## src/verilog/uecs_pkg.sv

```systemverilog
// Purpose: constants shared by the endpoint control/status block
// Assumes: byte-wide register port, controller clock only
// Notes: bit positions index the 8-bit control/status views
// Behaviour
// [RULE_01] Status address shows endpoint-0 view at index zero, IN view at one-five.
// [RULE_02] Writing one to endpoint-0 bit 7 clears the early-end flag; strobe self-clears.
// [RULE_03] Early control end sets bit 4, flushes endpoint-0 FIFO, requests interrupt.
// [RULE_04] Received endpoint-0 packet sets bit 0 and requests interrupt when enabled.
// [RULE_05] Writing one to bit 6 drops endpoint-0 receive-ready; strobe self-clears.
// [RULE_06] Endpoint-0 bit 5 makes controller answer STALL, then clears itself.
// [RULE_07] Firmware sets data-end with last packet or zero-length packet.
// [RULE_08] Endpoint-0 data-end bit clears itself once the controller acts on it.
// [RULE_09] Sent STALL sets endpoint-0 bit 2, requests interrupt; firmware clears it.
// [RULE_10] Endpoint-0 transmit-ready clears after sending, with interrupt request.
// [RULE_11] Writing one to IN bit 6 resets data toggle to DATA0; self-clears.
// [RULE_12] IN STALL sent sets bit 5, flushes FIFO, clears ready, requests interrupt.
// [RULE_13] IN bit 4 stalls every IN token, bulk or interrupt only.
// [RULE_14] IN bit 3 flushes next packet, clears ready, self-clears.
// [RULE_15] Isochronous IN token without ready sets underrun, sends zero-length packet.
// [RULE_16] Bulk or interrupt NAK to IN token sets underrun; firmware clears.
// [RULE_17] Bit 1 reads one whenever the IN FIFO holds a packet.
// [RULE_18] IN transmit-ready clears after sending, with interrupt request.
// [RULE_19] Firmware programs the endpoint index only with values zero to five.
// [RULE_20] Clearing the controller enable resets all endpoint control and status.
// [RULE_21] Writing zero to strobes does nothing; strobes read back zero.
package uecs_pkg;
	localparam logic [15:0] ADDR_INDEX = 16'h620E;
	localparam logic [15:0] ADDR_CTRL = 16'h620F;
	localparam logic [15:0] ADDR_CSR = 16'h6211;
	localparam logic [3:0] INDEX_RESET = 4'h0;
	localparam logic ENABLE_RESET = 1'b0;
	localparam logic [7:0] CSR_RESET = 8'h00;
	localparam int CTRL_ENABLE_BIT = 0;
	localparam int EP0_CLR_END_BIT = 7;
	localparam int EP0_CLR_RX_BIT = 6;
	localparam int EP0_SEND_STALL_BIT = 5;
	localparam int EP0_EARLY_END_BIT = 4;
	localparam int EP0_DATA_END_BIT = 3;
	localparam int EP0_SENT_STALL_BIT = 2;
	localparam int EP0_TX_READY_BIT = 1;
	localparam int EP0_RX_READY_BIT = 0;
	localparam int IN_TOGGLE_RESET_BIT = 6;
	localparam int IN_SENT_STALL_BIT = 5;
	localparam int IN_SEND_STALL_BIT = 4;
	localparam int IN_FLUSH_BIT = 3;
	localparam int IN_UNDERRUN_BIT = 2;
	localparam int IN_NONEMPTY_BIT = 1;
	localparam int IN_TX_READY_BIT = 0;
endpackage

```

## src/verilog/uecs_ep_if.sv

```systemverilog
// Purpose: register access path from the decoder to one endpoint
// Assumes: write is a one-cycle strobe, csr is the live view
// Notes: clr holds the endpoint in reset while the controller is off
`timescale 1ns/10ps
`default_nettype none
interface uecs_ep_if;
	logic wr;
	logic [7:0] wdata;
	logic clr;
	logic [7:0] csr;
	modport ctrl(output wr, output wdata, output clr, input csr);
	modport ep(input wr, input wdata, input clr, output csr);
endinterface
`default_nettype wire

```

## src/verilog/uecs_top.sv

```systemverilog
// Purpose: endpoint control/status registers behind a byte register port
// Assumes: engine signals are on clk; firmware keeps index in 0..5
// Notes: controller enable clear holds every endpoint flag in reset
`timescale 1ns/10ps
`default_nettype none
module uecs_top #(
	parameter int NUM_IN = 5
) (
	input wire logic clk,
	input wire logic sys_rst,
	input wire logic [15:0] regAddr,
	input wire logic [7:0] regWdata,
	input wire logic regWr,
	input wire logic regRd,
	output logic [7:0] regRdata,
	output logic usbEnable,
	input wire logic ep0IntEnable,
	input wire logic ep0RxPacket,
	input wire logic ep0TxDone,
	input wire logic ep0StallSent,
	input wire logic ep0EarlyEnd,
	input wire logic ep0DataEndDone,
	output logic ep0FifoFlush,
	output logic ep0StallReq,
	output logic ep0DataEnd,
	output logic ep0TxReady,
	output logic ep0RxReady,
	output logic ep0IntReq,
	input wire logic [NUM_IN:1] inIntEnable,
	input wire logic [NUM_IN:1] inIsoMode,
	input wire logic [NUM_IN:1] inTxDone,
	input wire logic [NUM_IN:1] inStallSent,
	input wire logic [NUM_IN:1] inTokenNoData,
	input wire logic [NUM_IN:1] inFifoHasPacket,
	output logic [NUM_IN:1] inTxReady,
	output logic [NUM_IN:1] inStallMode,
	output logic [NUM_IN:1] inFifoFlush,
	output logic [NUM_IN:1] inToggleReset,
	output logic [NUM_IN:1] inZeroLenReq,
	output logic [NUM_IN:1] inIntReq
);
	localparam logic [3:0] IN_LAST = 4'(NUM_IN);

	logic [3:0] index_q, index_d;
	logic enable_q, enable_d;
	logic [7:0] rdata_q, rdata_d;
	logic csrWr, selEp0, selIn;
	logic [7:0] inCsr [NUM_IN:1];
	logic [7:0] selInCsr;

	uecs_ep_if ep0Bus();

	// Endpoint view chosen by the index
	always_comb begin
		selEp0 = (index_q == 4'h0); // RULE_01
		selIn = (index_q != 4'h0) && (index_q <= IN_LAST); // RULE_01 RULE_19
		csrWr = regWr && (regAddr == uecs_pkg::ADDR_CSR) && enable_q;
	end

	assign ep0Bus.wr = csrWr && selEp0; // RULE_01
	assign ep0Bus.wdata = regWdata;
	assign ep0Bus.clr = ~enable_q; // RULE_20

	uecs_ep0 u_ep0 (
		.clk(clk),
		.sys_rst(sys_rst),
		.bus(ep0Bus),
		.intEnable(ep0IntEnable),
		.rxPacket(ep0RxPacket),
		.txDone(ep0TxDone),
		.stallSent(ep0StallSent),
		.earlyEnd(ep0EarlyEnd),
		.dataEndDone(ep0DataEndDone),
		.fifoFlush(ep0FifoFlush),
		.stallReq(ep0StallReq),
		.dataEnd(ep0DataEnd),
		.txReady(ep0TxReady),
		.rxReady(ep0RxReady),
		.intReq(ep0IntReq)
	);

	for (genvar gi = 1; gi <= NUM_IN; gi++) begin : g_in
		uecs_ep_if inBus();
		assign inBus.wr = csrWr && selIn && (index_q == 4'(gi)); // RULE_01
		assign inBus.wdata = regWdata;
		assign inBus.clr = ~enable_q; // RULE_20
		assign inCsr[gi] = inBus.csr;
		uecs_in_ep u_in (
			.clk(clk),
			.sys_rst(sys_rst),
			.bus(inBus),
			.intEnable(inIntEnable[gi]),
			.isoMode(inIsoMode[gi]),
			.txDone(inTxDone[gi]),
			.stallSent(inStallSent[gi]),
			.tokenNoData(inTokenNoData[gi]),
			.fifoHasPacket(inFifoHasPacket[gi]),
			.txReady(inTxReady[gi]),
			.stallMode(inStallMode[gi]),
			.fifoFlush(inFifoFlush[gi]),
			.toggleReset(inToggleReset[gi]),
			.zeroLenReq(inZeroLenReq[gi]),
			.intReq(inIntReq[gi])
		);
	end

	always_comb begin
		selInCsr = 8'h00;
		for (int i = 1; i <= NUM_IN; i++) begin
			if (index_q == 4'(i)) begin
				selInCsr = inCsr[i];
			end
		end
	end

	// Index and enable registers, read data one cycle after the strobe
	always_comb begin
		index_d = index_q;
		enable_d = enable_q;
		rdata_d = 8'h00;
		if (regWr && (regAddr == uecs_pkg::ADDR_INDEX)) begin
			index_d = regWdata[3:0];
		end else if (regWr && (regAddr == uecs_pkg::ADDR_CTRL)) begin
			enable_d = regWdata[uecs_pkg::CTRL_ENABLE_BIT];
		end
		if (!enable_q) begin
			index_d = uecs_pkg::INDEX_RESET; // RULE_20
		end
		if (regRd) begin
			if (regAddr == uecs_pkg::ADDR_INDEX) begin
				rdata_d = {4'h0, index_q};
			end else if (regAddr == uecs_pkg::ADDR_CTRL) begin
				rdata_d = {7'h00, enable_q};
			end else if (regAddr == uecs_pkg::ADDR_CSR && selEp0) begin
				rdata_d = ep0Bus.csr; // RULE_01
			end else if (regAddr == uecs_pkg::ADDR_CSR && selIn) begin
				rdata_d = selInCsr; // RULE_01
			end else begin
				rdata_d = uecs_pkg::CSR_RESET;
			end
		end
	end

	always_ff @(posedge clk or posedge sys_rst) begin
		if (sys_rst) begin
			index_q <= uecs_pkg::INDEX_RESET;
			enable_q <= uecs_pkg::ENABLE_RESET;
			rdata_q <= 8'h00;
		end else begin
			index_q <= index_d;
			enable_q <= enable_d;
			rdata_q <= rdata_d;
		end
	end

	assign regRdata = rdata_q;
	assign usbEnable = enable_q;
endmodule
`default_nettype wire

```

## src/verilog/uecs_ep0.sv

```systemverilog
// Purpose: endpoint-0 control transfer flags
// Assumes: engine events are one-cycle pulses on clk
// Notes: a hardware set beats a software clear in the same cycle
`timescale 1ns/10ps
`default_nettype none
module uecs_ep0 (
	input wire logic clk,
	input wire logic sys_rst,
	uecs_ep_if.ep bus,
	input wire logic intEnable,
	input wire logic rxPacket,
	input wire logic txDone,
	input wire logic stallSent,
	input wire logic earlyEnd,
	input wire logic dataEndDone,
	output logic fifoFlush,
	output logic stallReq,
	output logic dataEnd,
	output logic txReady,
	output logic rxReady,
	output logic intReq
);
	logic rx_q, rx_d, tx_q, tx_d, stall_q, stall_d, sent_q, sent_d;
	logic end_q, end_d, dend_q, dend_d, flush_q, flush_d, irq_q, irq_d;
	logic [7:0] w;

	always_comb begin
		w = bus.wr ? bus.wdata : 8'h00;
		rx_d = rxPacket | (rx_q & ~w[uecs_pkg::EP0_CLR_RX_BIT]); // RULE_04 RULE_05
		tx_d = w[uecs_pkg::EP0_TX_READY_BIT] | (tx_q & ~txDone); // RULE_10
		stall_d = w[uecs_pkg::EP0_SEND_STALL_BIT] | (stall_q & ~stallSent); // RULE_06
		sent_d = stallSent | (sent_q & ~(bus.wr &
			~bus.wdata[uecs_pkg::EP0_SENT_STALL_BIT])); // RULE_09
		end_d = earlyEnd | (end_q & ~w[uecs_pkg::EP0_CLR_END_BIT]); // RULE_02
		dend_d = w[uecs_pkg::EP0_DATA_END_BIT] | (dend_q & ~dataEndDone); // RULE_08
		flush_d = earlyEnd; // RULE_03
		irq_d = intEnable & (rxPacket | txDone | stallSent | earlyEnd); // RULE_03
		if (bus.clr) begin
			rx_d = 1'b0;
			tx_d = 1'b0;
			stall_d = 1'b0;
			sent_d = 1'b0;
			end_d = 1'b0;
			dend_d = 1'b0;
			flush_d = 1'b0;
			irq_d = 1'b0;
		end
	end

	always_ff @(posedge clk or posedge sys_rst) begin
		if (sys_rst) begin
			rx_q <= 1'b0;
			tx_q <= 1'b0;
			stall_q <= 1'b0;
			sent_q <= 1'b0;
			end_q <= 1'b0;
			dend_q <= 1'b0;
			flush_q <= 1'b0;
			irq_q <= 1'b0;
		end else begin
			rx_q <= rx_d;
			tx_q <= tx_d;
			stall_q <= stall_d;
			sent_q <= sent_d;
			end_q <= end_d;
			dend_q <= dend_d;
			flush_q <= flush_d;
			irq_q <= irq_d;
		end
	end

	// Strobe bits 7 and 6 read zero
	assign bus.csr = {2'b00, stall_q, end_q, dend_q, sent_q, tx_q, rx_q}; // RULE_21
	assign fifoFlush = flush_q;
	assign stallReq = stall_q;
	assign dataEnd = dend_q;
	assign txReady = tx_q;
	assign rxReady = rx_q;
	assign intReq = irq_q;
endmodule
`default_nettype wire

```

## src/verilog/uecs_in_ep.sv

```systemverilog
// Purpose: low control/status flags of one IN endpoint
// Assumes: engine events are one-cycle pulses on clk
// Notes: flush or a sent STALL clears ready even if set in the same write
`timescale 1ns/10ps
`default_nettype none
module uecs_in_ep (
	input wire logic clk,
	input wire logic sys_rst,
	uecs_ep_if.ep bus,
	input wire logic intEnable,
	input wire logic isoMode,
	input wire logic txDone,
	input wire logic stallSent,
	input wire logic tokenNoData,
	input wire logic fifoHasPacket,
	output logic txReady,
	output logic stallMode,
	output logic fifoFlush,
	output logic toggleReset,
	output logic zeroLenReq,
	output logic intReq
);
	logic tx_q, tx_d, sent_q, sent_d, send_q, send_d, und_q, und_d;
	logic pres_q, pres_d, mode_q, mode_d, flush_q, flush_d;
	logic tog_q, tog_d, zlp_q, zlp_d, irq_q, irq_d;
	logic [7:0] w;

	always_comb begin
		w = bus.wr ? bus.wdata : 8'h00;
		tog_d = w[uecs_pkg::IN_TOGGLE_RESET_BIT]; // RULE_11
		flush_d = w[uecs_pkg::IN_FLUSH_BIT] | stallSent; // RULE_14 RULE_12
		tx_d = (w[uecs_pkg::IN_TX_READY_BIT] | (tx_q & ~txDone))
			& ~flush_d; // RULE_18 RULE_14 RULE_12
		sent_d = stallSent | (sent_q & ~(bus.wr &
			~bus.wdata[uecs_pkg::IN_SENT_STALL_BIT])); // RULE_12
		send_d = bus.wr ? bus.wdata[uecs_pkg::IN_SEND_STALL_BIT] : send_q;
		mode_d = send_d & ~isoMode; // RULE_13
		und_d = tokenNoData | (und_q & ~(bus.wr &
			~bus.wdata[uecs_pkg::IN_UNDERRUN_BIT])); // RULE_15 RULE_16
		zlp_d = tokenNoData & isoMode; // RULE_15
		pres_d = fifoHasPacket; // RULE_17
		irq_d = intEnable & (txDone | stallSent); // RULE_18 RULE_12
		if (bus.clr) begin
			tog_d = 1'b0;
			flush_d = 1'b0;
			tx_d = 1'b0;
			sent_d = 1'b0;
			send_d = 1'b0;
			mode_d = 1'b0;
			und_d = 1'b0;
			zlp_d = 1'b0;
			pres_d = 1'b0;
			irq_d = 1'b0;
		end
	end

	always_ff @(posedge clk or posedge sys_rst) begin
		if (sys_rst) begin
			tog_q <= 1'b0;
			flush_q <= 1'b0;
			tx_q <= 1'b0;
			sent_q <= 1'b0;
			send_q <= 1'b0;
			mode_q <= 1'b0;
			und_q <= 1'b0;
			zlp_q <= 1'b0;
			pres_q <= 1'b0;
			irq_q <= 1'b0;
		end else begin
			tog_q <= tog_d;
			flush_q <= flush_d;
			tx_q <= tx_d;
			sent_q <= sent_d;
			send_q <= send_d;
			mode_q <= mode_d;
			und_q <= und_d;
			zlp_q <= zlp_d;
			pres_q <= pres_d;
			irq_q <= irq_d;
		end
	end

	// Reserved bit 7 and strobes 6 and 3 read zero
	assign bus.csr = {2'b00, sent_q, send_q, 1'b0, und_q, pres_q,
		tx_q}; // RULE_21
	assign txReady = tx_q;
	assign stallMode = mode_q;
	assign fifoFlush = flush_q;
	assign toggleReset = tog_q;
	assign zeroLenReq = zlp_q;
	assign intReq = irq_q;
endmodule
`default_nettype wire

```

## config.mk

```make
export PLATFORM = sky130hd
export DESIGN_NAME = uecs_top
export DESIGN_NICKNAME = d
export VERILOG_FILES = /design/src/verilog/uecs_pkg.sv /design/src/verilog/uecs_ep_if.sv /design/src/verilog/uecs_top.sv /design/src/verilog/uecs_ep0.sv /design/src/verilog/uecs_in_ep.sv
export SDC_FILE = /design/constraint.sdc
export NUM_CORES = 1
export LEC_CHECK = 0
export ABC_AREA = 1
export BUFFER_PORTS_ARGS = -buffer_cell sky130_fd_sc_hd__buf_2
export CAP_MARGIN = 20
export CORE_MARGIN = 2
export CORE_UTILIZATION = 35
export CTS_CLUSTER_DIAMETER = 120
export CTS_CLUSTER_SIZE = 10
export DETAILED_ROUTE_END_ITERATION = 6
export SYNTH_ARGS = -nofsm -noshare
export SYNTH_HDL_FRONTEND = slang
export SYNTH_SLANG_ARGS = --single-unit
```

## constraint.sdc

```tcl
create_clock -name clk -period 4.1 [get_ports clk]
set_clock_uncertainty 0.05 [all_clocks]
set_input_delay 0.205 -clock clk [delete_from_list [all_inputs] [get_ports clk]]
set_output_delay 0.205 -clock clk [all_outputs]
set_load 0.01 [all_outputs]
```

==> reports/results.ini <==
[run_status]
status=completed

[cts]
clk_root_buffer_cell=clkbuf_8
cts_tree=built
htree_levels=3
clkLatencyLatePin_ps=340
cts_resized=0
cts.clk_slew.worst_paths_ps=80
numCtsBuffers=9
cts_buffer_depth=2
hold_buffers=10
postCtsSetupRepairBufs=0
clock_sink_count=69

[timing]
max_freq_mhz=459
drv_slew=0
worst_pin_slew_ps=811
fin_tns_setup_ps=0
post-route-min-period_ps=2180
maxSlewHeadroom=0.459
min_period_over_period=0.532
hold_ws_ps=17.0
finalSetupViolCount=0
finalWorstSetupSlack_ps=1920
hold_viol_final=0
rsz0062_at_grt=no

[grt]
antenna_found_initial=0
grt_usage=0.169
grt_max_degree=36
busiest_layer=met2
grtUsageMet2=0.275
use_met3=0.0332
met1_usage=0.226
grt_pass1_vias=2887
grt_pass1_wl_mm=13.7
grt_overflow_total=0

[finish]
finalNetCount=580
final_cells=654
final_common_cell=buf_2
drive_above_1_share=0.271
layout_common_cells=buf_2 (106), nand2_1 (105), dfrtp_1 (69)
syn_to_final_growth_pct=23.4
diodes=0

[floorplan]
die_x_um=103
rows=36
start_util=0.356
die_y_um=103
io_pins=109
dieArea_um2=10600
coreArea_um2=9590

[yosys]
yosysWarnings=0
synth_top_area_frac=0.506
ys_seq_area_frac=0.506
ys_types=28
postSynthAreaPerCell_um2=8.05
ys_seq_elements=69
ys.flop_type=dfrtp_1
yosysTopAreaCell=dfrtp_1
synthesis.area_um2=3410
synthArstFlopShare=1.00
synth_edf_count=0
synthCells=424
synthTopCellsByArea=dfrtp_1 (51%), nand2_1 (12%), buf_4 (7.0%)

[detailed_routing]
drtAntennaViolNets=0
drt-pass1-iter-count=4
vias_per_cell=4.50
wl_per_cell_um=13.3
remaining_drc_errors=0
wl_mm=8.68
vias=2942
dr.first_iter.drc_count=88

[power]
p_seq_frac=0.470
swShare=0.218
leakage_uw=0.00235
p_sw_uw=322
combPwrFrac=0.070
power.clock.fraction=0.460
internal_power_uw=1160
ir_worst_vdd_uv=164
p_per_area_nw_per_um2=351

[setup_path]
max_stage_delay_ps=590
critPathKind=reg2reg
cp-end-kind=register
cpLargestDelayFamily=simple AND/OR/NAND/NOR gates
critPathLaunchType=register
cp_num_buf_inv=2
cpMostUsedCell=nand2_1
crit_arrival_ps=2320
crit_chain=buf_4 > nand2_1 > inv_1 > nand4_4 > nor2_2 > nand2_1 > nand3_1 > o21ai_0
cp_slowest_cell=dfrtp_1
required_ps=4240
crit_fanout=26
rrSetupSlack_ps=1920

[job]
cap_violations=0

[placement]
dpl.cell_count=628
portBuffers=106
hpwl_mm=6.59
place_congestion=0.916
pre_cts_ws_ps=1950

[min_path]
hold_path_class=in2reg

-- final timing paths --
| kind | cells past startpoint | startpoint | endpoint |
|---|---|---|---|
| min in group asynchronous | 3 | sys_rst | g_in[2].u_in.sent_q |
| max in group asynchronous | 4 | sys_rst | g_in[5].u_in.zeroLenReq |
| min reg2reg | 2 | g_in[5].u_in.pres_q | regRdata[1] |
| max | 8 | usbEnable | g_in[4].u_in.und_q |
| min | 2 | ep0DataEndDone | u_ep0.dataEnd |
| max reg2reg | 8 | usbEnable | g_in[4].u_in.und_q |
-- registers in the layout (all words and copies together) (netlist names), 4 cells and up --
name	flops
g_in.u_in.pres_q	5
g_in.u_in.toggleReset	5
index_q	4
g_in.u_in.und_q	5
g_in.u_in.stallMode	5
g_in.u_in.send_q	5
g_in.u_in.sent_q	5
g_in.u_in.intReq	5
g_in.u_in.zeroLenReq	5
g_in.u_in.fifoFlush	5
g_in.u_in.txReady	5
regRdata	6
-- Yosys cell counts, types with 2 or more instances --
master    count
nand2_1     105
dfrtp_1      69
inv_1        62
nor2_1       48
buf_4        32
a21oi_1      27
nand3_1      21
o21ai_0      18
nor2_2        9
o22ai_1       5
clkbuf_1      4
nor2_4        3
o211ai_1      3
a22oi_1       2
nor3_1        2
o221ai_1      2
-- layout make-up --
class,instances,area [um^2]
clock buffer,10,138
clock inverter,6,110
fill,998,5380
inverter,62,233
multi-input combinational,256,1190
sequential,69,1730
tap,133,166
timing repair buffer,118,646
-- worst reg2reg max path, cell delays in order, from the launching register on --
cell and delay (ps):
dfrtp_1 590, buf_4 370, nand2_1 190, inv_1 180, nand4_4 170, nor2_2 250, nand2_1 80, nand3_1 70
o21ai_0 80
-- logic make-up after synthesis --
group | count (synthesis) | share of synthesized area
other | 1 | 0.00110
and+or+nand+nor | 193 | 0.244
buffers and inverters | 100 | 0.146
AOI/OAI and AO/OA | 61 | 0.103
DFF | 69 | 0.506
-- through the flow --
stage          power (uW)   util  instance area (um^2)
2_1_floorplan         761      -                  3420
3_3_place_gp          806  0.403                  3860
3_5_place_dp          806  0.403                  3860
4_1_cts              1490  0.439                  4210
5_1_grt              1540  0.439                  4210
6_report             1480  0.439                  4210
-- power by group through the flow --
stage / Clock [uW] / Combinational [uW] / Sequential, uW
2_1_floorplan: 0 / 52.7 / 708
3_3_place_gp: 0 / 97.7 / 708
3_5_place_dp: 0 / 98.1 / 708
4_1_cts: 694 / 106 / 695
5_1_grt: 726 / 118 / 696
6_report: 679 / 103 / 695
-- per-layer routing --
layer | wire length (um) | vias to the layer above | share of wire
met5 | 0 | - | 0
met4 | 114 | 0 | 0.013
met3 | 378 | 6 | 0.044
met2 | 4240 | 82 | 0.49
met1 | 3960 | 1381 | 0.46
li1 | - | 1473 | -
No activity file was read; power rests on OpenSTA's default activity.
